## config.mk

```make
export PLATFORM = sky130hd
export DESIGN_NAME = fer_device_flat
export DESIGN_NICKNAME = d
export VERILOG_FILES = /design/src/fer_pkg.sv /design/src/fer_link_if.sv /design/src/fer_device.sv /design/src/fer_sync.sv /design/src/flat_wrapper.sv
export SDC_FILE = /design/constraint.sdc
export NUM_CORES = 1
export LEC_CHECK = 0
export ABC_AREA = 1
export BUFFER_PORTS_ARGS = -buffer_cell sky130_fd_sc_hd__buf_2
export CAP_MARGIN = 20
export CELL_PAD_IN_SITES_DETAIL_PLACEMENT = 2
export CELL_PAD_IN_SITES_GLOBAL_PLACEMENT = 2
export CORE_ASPECT_RATIO = 1.1
export CORE_MARGIN = 2
export CORE_UTILIZATION = 23
export DETAILED_ROUTE_END_ITERATION = 7
export PLACE_DENSITY = 0.86
export SLEW_MARGIN = 10
export SYNTH_ARGS = -nofsm -noshare
export SYNTH_HDL_FRONTEND = slang
export SYNTH_SLANG_ARGS = --single-unit
export TNS_END_PERCENT = 1
```

## constraint.sdc

```tcl
create_clock -name clock_i -period 3.6 [get_ports clock_i]
set_clock_uncertainty 0.15 [all_clocks]
set_input_delay 0.72 -clock clock_i [delete_from_list [all_inputs] [get_ports clock_i]]
set_output_delay 0.72 -clock clock_i [all_outputs]
set_load 0.005 [all_outputs]
```

## src/fer_pkg.sv

```systemverilog
// ****************************************************************
// Shared constants and types
// ****************************************************************
package fer_pkg;

  // Interrupt vectors and request line
  localparam logic [7:0] NATIVE_VECTOR    = 8'h10;
  localparam logic [7:0] COMPAT_VECTOR    = 8'h75;
  localparam logic [7:0] FORWARD_VECTOR   = 8'h02;
  localparam int         COPROC_IRQ_LINE  = 13;

  // Reporting mode values
  localparam logic       MODE_NATIVE      = 1'b1;
  localparam logic       MODE_COMPAT      = 1'b0;
  localparam logic       NATIVE_SEL_RESET = 1'b0;

  // Instruction classes
  typedef enum logic [2:0] {
    FER_CLS_ARITH   = 3'h0,
    FER_CLS_TRANSC  = 3'h1,
    FER_CLS_STORE   = 3'h2,
    FER_CLS_OTHER   = 3'h3
  } fer_class_e;

  // Exception flag bit positions
  localparam int EXC_INVALID   = 0;
  localparam int EXC_DENORMAL  = 1;
  localparam int EXC_ZERODIV   = 2;
  localparam int EXC_OVERFLOW  = 3;
  localparam int EXC_UNDERFLOW = 4;
  localparam int EXC_PRECISION = 5;
  localparam int EXC_STACK     = 6;
  localparam int EXC_W         = 7;

  // Device states
  typedef enum logic [3:0] {
    FER_IDLE    = 4'h1,
    FER_PEND    = 4'h2,
    FER_FROZEN  = 4'h4,
    FER_REPORT  = 4'h8
  } fer_state_e;

  // Glue latch states
  typedef enum logic [1:0] {
    FER_G_IDLE  = 2'h1,
    FER_G_REQ   = 2'h2
  } fer_glue_e;

endpackage

```

## src/fer_link_if.sv

```systemverilog
`timescale 1ns/10ps
// ****************************************************************
// Error pin link between core and glue logic
// ****************************************************************
interface fer_link_if;
  logic fpu_error_out;
  logic ignore_fault_in;

  modport device (
    output fpu_error_out,
    input  ignore_fault_in
  );

  modport host (
    input  fpu_error_out,
    output ignore_fault_in
  );
endinterface

```

## src/fer_device.sv

```systemverilog
`timescale 1ns/10ps
// ****************************************************************
// Floating-point error reporting, core end
// ****************************************************************
module fer_device (
  // Clock and reset
  input  wire logic       clock_i,
  input  wire logic       rst_n_i,
  // Mode control
  input  wire logic       native_report_select_i,
  // Exception source
  input  wire logic       exc_valid_i,
  input  wire logic [2:0] exc_class_i,
  input  wire logic [6:0] exc_flags_i,
  input  wire logic       exc_clear_i,
  // Instruction boundary
  input  wire logic       boundary_valid_i,
  input  wire logic       boundary_fp_i,
  input  wire logic       boundary_nowait_i,
  output logic            boundary_ready_o,
  // External interrupt taken
  input  wire logic       ext_int_i,
  // Native interrupt
  output logic            native_int_o,
  output logic [7:0]      native_vector_o,
  // Status
  output logic            frozen_o,
  output logic            pending_o,
  // Link
  fer_link_if.device      link
);
  // ****************************************************************
  // Local state
  // ****************************************************************
  typedef struct packed {
    fer_pkg::fer_state_e state;
    logic                immediate;
    logic                err_pin;
    logic                nat_int;
    logic [7:0]          vector;
  } fer_dev_s;

  fer_dev_s st_reg;
  fer_dev_s st_next;
  logic     ignore_active;
  logic     ignore_n_sync;
  logic     immed_now;
  logic     compat;
  logic     wait_boundary;

  // ****************************************************************
  // Classification helpers
  // ****************************************************************
  // Immediate or deferred classification
  function automatic logic is_immediate(input logic [2:0] cls,
                                        input logic [6:0] f);
    logic trans_fault;
    logic store_fault;
    trans_fault = (cls == fer_pkg::FER_CLS_TRANSC) &&
                  (f[fer_pkg::EXC_STACK] || f[fer_pkg::EXC_INVALID] ||
                   f[fer_pkg::EXC_DENORMAL]);
    store_fault = (cls == fer_pkg::FER_CLS_STORE) &&
                  (|(f & ~(7'h01 << fer_pkg::EXC_PRECISION)));
    return trans_fault || store_fault;
  endfunction

  // Waiting instruction at a boundary; no-wait ones excluded
  function automatic logic is_wait_boundary(input logic valid,
                                            input logic fp,
                                            input logic nowait);
    return valid && fp && !nowait;
  endfunction

  // ****************************************************************
  // Pin synchroniser
  // ****************************************************************
  fer_sync u_sync (
    .clock_i     (clock_i),
    .rst_n_i     (rst_n_i),
    .d_i         (link.ignore_fault_in),
    .q_o         (ignore_n_sync)
  );

  assign compat        =
    (native_report_select_i == fer_pkg::MODE_COMPAT);
  assign ignore_active = compat && !ignore_n_sync;
  assign immed_now     = is_immediate(exc_class_i, exc_flags_i);
  assign wait_boundary = is_wait_boundary(boundary_valid_i, boundary_fp_i,
                                          boundary_nowait_i);

  // ****************************************************************
  // Reporting state machine
  // ****************************************************************
  always_comb begin
    st_next         = st_reg;
    st_next.nat_int = 1'b0;
    case (st_reg.state)
      fer_pkg::FER_IDLE: begin
        st_next.err_pin = 1'b0;
        if (exc_valid_i) begin
          // Anything not immediate is deferred
          st_next.immediate = immed_now;
          st_next.state     = fer_pkg::FER_PEND;
          if (immed_now && compat && !ignore_active) begin
            st_next.err_pin = 1'b1;
          end
        end
      end
      fer_pkg::FER_PEND: begin
        if (exc_clear_i) begin
          st_next.state   = fer_pkg::FER_IDLE;
          st_next.err_pin = 1'b0;
        end else if (ignore_active) begin
          st_next.err_pin = 1'b0;
        end else begin
          if (st_reg.immediate && compat) begin
            st_next.err_pin = 1'b1;
          end
          if (wait_boundary) begin
            // Freeze at wait or FP instruction
            st_next.state = fer_pkg::FER_FROZEN;
            if (compat) begin
              st_next.err_pin = 1'b1;
            end else begin
              st_next.nat_int = 1'b1;
              st_next.vector  = fer_pkg::NATIVE_VECTOR;
            end
          end
        end
      end
      fer_pkg::FER_FROZEN: begin
        if (exc_clear_i) begin
          st_next.state   = fer_pkg::FER_IDLE;
          st_next.err_pin = 1'b0;
        end else if (ext_int_i || !compat) begin
          // Handler runs; error stays pending
          st_next.state = fer_pkg::FER_REPORT;
        end
      end
      fer_pkg::FER_REPORT: begin
        if (exc_clear_i) begin
          st_next.state   = fer_pkg::FER_IDLE;
          st_next.err_pin = 1'b0;
        end else if (!ignore_active && wait_boundary) begin
          st_next.state = fer_pkg::FER_FROZEN;
          if (!compat) begin
            st_next.nat_int = 1'b1;
          end
        end
      end
      default: begin
        st_next.state = fer_pkg::FER_IDLE;
      end
    endcase
    if (!compat) begin
      st_next.err_pin = 1'b0;
    end
  end

  always_ff @(posedge clock_i or negedge rst_n_i) begin
    if (!rst_n_i) begin
      st_reg <= '{state: fer_pkg::FER_IDLE, immediate: 1'b0,
                  err_pin: 1'b0, nat_int: 1'b0, vector: 8'h00};
    end else begin
      st_reg <= st_next;
    end
  end

  // ****************************************************************
  // Outputs
  // ****************************************************************
  // Stall wait/FP instructions while an error is pending, not ignored and not being cleared, and all but no-wait instructions while frozen; no-wait always pass
  always_comb begin
    boundary_ready_o = 1'b1;
    if (st_reg.state == fer_pkg::FER_FROZEN) begin
      boundary_ready_o = 1'b0;
    end else if (boundary_fp_i && !boundary_nowait_i && !ignore_active &&
                 (st_reg.state != fer_pkg::FER_IDLE) && !exc_clear_i) begin
      boundary_ready_o = 1'b0;
    end
    if (boundary_nowait_i) begin
      boundary_ready_o = 1'b1;
    end
  end

  assign link.fpu_error_out = !st_reg.err_pin;
  assign native_int_o       = st_reg.nat_int;
  assign native_vector_o    = st_reg.vector;
  assign frozen_o           = (st_reg.state == fer_pkg::FER_FROZEN);
  assign pending_o          = (st_reg.state != fer_pkg::FER_IDLE);
endmodule

```

## src/fer_sync.sv

```systemverilog
`timescale 1ns/10ps
// ****************************************************************
// Two-stage synchroniser
// ****************************************************************
module fer_sync (
  // Clock and reset
  input  wire logic clock_i,
  input  wire logic rst_n_i,
  // Data
  input  wire logic d_i,
  output logic      q_o
);
  typedef struct packed {
    logic s1;
    logic s2;
  } fer_sync_s;

  fer_sync_s st_reg;
  fer_sync_s st_next;

  always_comb begin
    st_next    = st_reg;
    st_next.s1 = d_i;
    st_next.s2 = st_reg.s1;
  end

  // Reset to inactive pin level (one)
  always_ff @(posedge clock_i or negedge rst_n_i) begin
    if (!rst_n_i) begin
      st_reg <= 2'h3;
    end else begin
      st_reg <= st_next;
    end
  end

  assign q_o = st_reg.s2;
endmodule

```

## src/flat_wrapper.sv

```systemverilog
// flat-port wrapper written by rule: the top's interface ports become plain ports
module fer_device_flat 
  (clock_i, rst_n_i, native_report_select_i, exc_valid_i, exc_class_i, exc_flags_i, exc_clear_i, boundary_valid_i, boundary_fp_i, boundary_nowait_i, boundary_ready_o, ext_int_i, native_int_o, native_vector_o, frozen_o, pending_o, link_fpu_error_out, link_ignore_fault_in);
  fer_link_if link_i ();
  input  wire logic clock_i;
  input  wire logic rst_n_i;
  input  wire logic native_report_select_i;
  input  wire logic exc_valid_i;
  input  wire logic [2:0] exc_class_i;
  input  wire logic [6:0] exc_flags_i;
  input  wire logic exc_clear_i;
  input  wire logic boundary_valid_i;
  input  wire logic boundary_fp_i;
  input  wire logic boundary_nowait_i;
  output logic boundary_ready_o;
  input  wire logic ext_int_i;
  output logic native_int_o;
  output logic [7:0] native_vector_o;
  output logic frozen_o;
  output logic pending_o;
  output wire logic [$bits(link_i.fpu_error_out)-1:0] link_fpu_error_out;
  input wire logic [$bits(link_i.ignore_fault_in)-1:0] link_ignore_fault_in;
  assign link_fpu_error_out = link_i.fpu_error_out;
  assign link_i.ignore_fault_in = link_ignore_fault_in;
  fer_device u_core (.clock_i(clock_i), .rst_n_i(rst_n_i), .native_report_select_i(native_report_select_i), .exc_valid_i(exc_valid_i), .exc_class_i(exc_class_i), .exc_flags_i(exc_flags_i), .exc_clear_i(exc_clear_i), .boundary_valid_i(boundary_valid_i), .boundary_fp_i(boundary_fp_i), .boundary_nowait_i(boundary_nowait_i), .boundary_ready_o(boundary_ready_o), .ext_int_i(ext_int_i), .native_int_o(native_int_o), .native_vector_o(native_vector_o), .frozen_o(frozen_o), .pending_o(pending_o), .link(link_i));
endmodule
```

Yosys cells after proc, flatten, opt, wreduce, memory -nomap -nowiden
Index checks and enable logic that the tools add are counted.
{"block": "totals", "reg_bits": 10, "output_inout_bits": 13, "wordCells": 80, "input_bits": 20}
{"block": "classes", "reduce_logical": 29, "n_bitwise": 3, "n_mux": 28, "n_eq_ne": 13}
{"cell": "$mux 4", "count": 7}
{"cell": "$mux 9", "count": 3}
{"cell": "$pmux 4 s4", "count": 1}
{"cell": "$logic_and 1x1->1", "count": 13}
{"cell": "$mux 1", "count": 13}
{"cell": "$mux 10", "count": 1}
{"cell": "$reduce_and 5->1", "count": 2}
{"cell": "$ne 3x2->1 const B", "count": 3}
{"cell": "$mux 6", "count": 1}
{"cell": "$reduce_or 6->1", "count": 1}
{"cell": "$logic_not 1->1", "count": 5}
{"cell": "$eq 4x1->1 const B", "count": 1}
{"cell": "$eq 4x2->1 const B", "count": 1}
{"cell": "$eq 4x3->1 const B", "count": 1}
{"cell": "$eq 4x4->1 const B", "count": 1}
{"cell": "$logic_or 1x1->1", "count": 4}
{"cell": "$ne 4x1->1 const B", "count": 1}
{"cell": "$reduce_and 2->1", "count": 2}
{"cell": "$reduce_bool 4->1", "count": 1}
{"cell": "$eq 3x1->1 const B", "count": 1}
{"cell": "$eq 3x2->1 const B", "count": 1}
{"cell": "$ne 3x1->1 const B", "count": 1}
{"cell": "$ne 3x3->1 const B", "count": 1}
{"cell": "$not 1->1", "count": 3}
{"cell": "other kinds (4)", "count": 4}

Depth between registers and ports, before layout
{"block": "depth", "ltp_word": 10, "mapped_depth": 9, "mapped_depth_nobuf": 9}

Cells and area by module
Synthesis repeated with hierarchy kept, for this count alone.
{"block": "hier_totals", "cells_unflattened": 94, "area_unflattened_um2": 648.1}
{"module": "fer_device", "n_inst": 1, "seq_area_each_um2": 201.4, "area_each_um2": 595.6, "cells_per_inst": 92}
{"module": "fer_sync", "n_inst": 1, "seq_area_each_um2": 52.6, "area_each_um2": 52.6, "cells_per_inst": 2}

Least setup slack after synthesis
Ideal clock, no wire load.
{"block": "synth_path", "path_kind": "input port to output port", "start": "input native_report_select_i", "end": "output boundary_ready_o", "arrival_ns": 1.061, "t_required_ns": 2.730, "path_stages": 5, "path_slack_ns": 1.669, "n_path_buf": 0, "cell_sequence": "nor2_1 -> nor2_1 -> nand4_1 -> nand2_1 -> nand2_1"}
{"block": "synth_via", "elab_chain_cells": 9}
{"item": "start: declaration", "line": "flat_wrapper.sv:7", "rtl": "input wire logic native_report_select_i;"}
{"item": "$not 1->1", "line": "fer_device.sv:85", "rtl": "(native_report_select_i == fer_pkg::MODE_COMPAT);"}
{"item": "$logic_and 1x1->1", "line": "fer_device.sv:86", "rtl": "assign ignore_active = compat && !ignore_n_sync;"}
{"item": "$logic_not 1->1", "line": "fer_device.sv:177", "rtl": "end else if (boundary_fp_i && !boundary_nowait_i && !ignore_active &&"}
{"item": "$logic_and 1x1->1 (2 in series)", "line": "fer_device.sv:177"}
{"item": "$logic_and 1x1->1", "line": "fer_device.sv:178", "rtl": "(st_reg.state != fer_pkg::FER_IDLE) && !exc_clear_i) begin"}
{"item": "$mux 1", "line": "fer_device.sv:177"}
{"item": "$mux 1", "line": "fer_device.sv:175", "rtl": "if (st_reg.state == fer_pkg::FER_FROZEN) begin"}
{"item": "$mux 1", "line": "fer_device.sv:181", "rtl": "if (boundary_nowait_i) begin"}
{"item": "end: declaration", "line": "flat_wrapper.sv:15", "rtl": "output logic boundary_ready_o;"}
Every way passes these cells.

Worst setup path after layout
Same ends and word-level chain as after synthesis.

==> impl_metrics.json <==
{
  "cp_data_required_time_ps": 2730,
  "mostFrequentLayoutCells": "26 x nand2_1, 24 x buf_2, 16 x nor2_1",
  "dieArea_mm2": 0.003294,
  "die_x_um": 54.91,
  "synth-seq-cells": 10,
  "wirelength_mm": 1.949,
  "grt_max_degree": 11,
  "syn_avg_cell_area_um2": 6.829,
  "max_clock_freq_mhz": 430.0,
  "timing.rr.start": "u_core.st_reg[11]$_DFFE_PN1P_",
  "nFillCells": 345,
  "r2r_cells": 7,
  "ioPinCount": 33,
  "finalCriticalPeriod_ps": 2326,
  "grt_antenna_before_repair": 0,
  "final_area_um2": 815.8,
  "dp_slack_ps": 1315,
  "port_buffers": 24,
  "dpl.cell_count": 151,
  "fin_cells": 155,
  "final_common_cell": "nand2_1",
  "via_per_inst": 4.381,
  "finalSetupTns_ps": 0,
  "numClockSinks": 10,
  "endpoint_kind": "output pin",
  "cellPowerDensity_mw_per_mm2": 565.0,
  "fp-row-count": 20,
  "worstPathMaxFanout": 5,
  "arrival_ps": 1460,
  "yosys_warnings": 0,
  "via_count": 679,
  "drv_slew": 0,
  "grt_overflow": 0,
  "start_kind": "input pin",
  "ir_drop_mv": 0.1936,
  "cts_buffer_depth": 2,
  "syn_inst": 96,
  "worst_hold_slack_ps": 149.9,
  "htreeDepth": 1,
  "syn_area_um2": 655.6,
  "postCtsHoldBufs": 0,
  "drt_iter0_markers": 1,
  "grt_pass1_vias": 769,
  "cts_tree": "done",
  "rsz0062_at_grt": "false",
  "hold_class": "in -> async",
  "setup_ws_ps": 1274,
  "final_util_pct": 29.64,
  "largest_reg_flops": 6,
  "r2r-end": "u_core.st_reg[9]$_DFFE_PN0P_",
  "worst-setup-path-type": "in -> out",
  "nets": 143,
  "grt_pass1_wl_mm": 3.229,
  "cts_setup_buffers": 0,
  "finalSetupViolCount": 0,
  "core_area_mm2": 0.002753,
  "finalHoldViolations": 0,
  "antenna_cells": 0,
  "status": "completed",
  "cts.clk_slew.worst_paths_ps": 70,
  "avgRoutedWirePerCell_um": 12.57,
  "place_area_um2": 779.5,
  "insertion_delay_ps": 270,
  "p_leak_nw": 0.4707,
  "drc": 0,
  "yosysSeqAreaShare_pct": 38.74,
  "drv_cap": 0,
  "finalCritPeriodShare_pct": 64.61,
  "start_util_pct": 23.82,
  "cts-resized-gates": 0,
  "gp_congestion": 0.7674,
  "area_growth_pct": 24.43,
  "ys_types": 15,
  "r2r_slack_ps": 2150,
  "cts_made_buffers": 3,
  "die_h_um": 60.00,
  "dp_hpwl_mm": 1.616,
  "cts_root_buffer": "clkbuf_4",
  "drt_pass1_iterations": 4,
  "track_usage_pct": 13.90,
  "layout-drive-gt1-share_pct": 28.69,
  "ant_nets": 0,
  "finalPower_uw": 460.9
}
[report_power, final]
part	total, mW	internal [mW]	switching (mW)
clock	0.105	0.0615	0.0437
combinational	0.185	0.0700	0.115
sequential	0.171	0.148	0.0229
[cell families (layout without fill, tap and decap cells)]
logic type	count (synthesis)	in the layout	share of synthesized area, %
simple gates	56	56	37.79
compound gates	7	7	5.726
buf+inv	22	42	17.18
other cells	1	7	0.5720
flops	10	10	38.74
[layer usage]
metal / track usage [%] / wire (µm) / up-vias
li1: - / - / 333
met1: 14.02 / 759 / 323
met2: 25.68 / 1069 / 19
met3: 2.750 / 95 / 4
met4: 7.666 / 25 / 0
met5: 0 / 0 / -
[critical path, stage by stage]
cell	delay (ps)
buf_2	120
nor2_1	70
nor2_1	150
nand4_1	110
nand2_1	80
nand2_1	70
buf_2	130
[area by class of cell]
type	count	area (µm²)	area share (%)
Sequential cell	10	254.0	31.14
Tap cell	33	41.29	5.061
Timing Repair Buffer	24	120.1	14.72
Inverter	14	52.55	6.442
Multi-Input combinational cell	70	311.5	38.19
Clock buffer	4	36.28	4.448
[how the worst max path moves through the flow]
stage,startpoint,endpoint
floorplan,native_report_select_i,boundary_ready_o
global placement,native_report_select_i,boundary_ready_o
detailed placement,native_report_select_i,boundary_ready_o
CTS,native_report_select_i,boundary_ready_o
global route,u_core.st_reg[11]$_DFFE_PN1P_,boundary_ready_o
finish,native_report_select_i,boundary_ready_o
[cell usage after synthesis]
library cell / count / area (µm²)
o21ai_0: 6 / 30.03
nand3_1: 4 / 20.02
conb_1: 1 / 3.750
nor3_1: 1 / 5.000
dfrtp_1: 7 / 175.2
nor2_2: 2 / 12.51
nand4_1: 4 / 25.02
nor2_1: 16 / 60.06
buf_4: 8 / 60.06
dfstp_2: 3 / 78.83
inv_1: 14 / 52.55
nor3b_1: 1 / 7.510
o21bai_1: 1 / 7.510
nand2_1: 26 / 97.59
nand3_2: 2 / 20.02
Note: power is estimated with default switching activity, not from simulation.
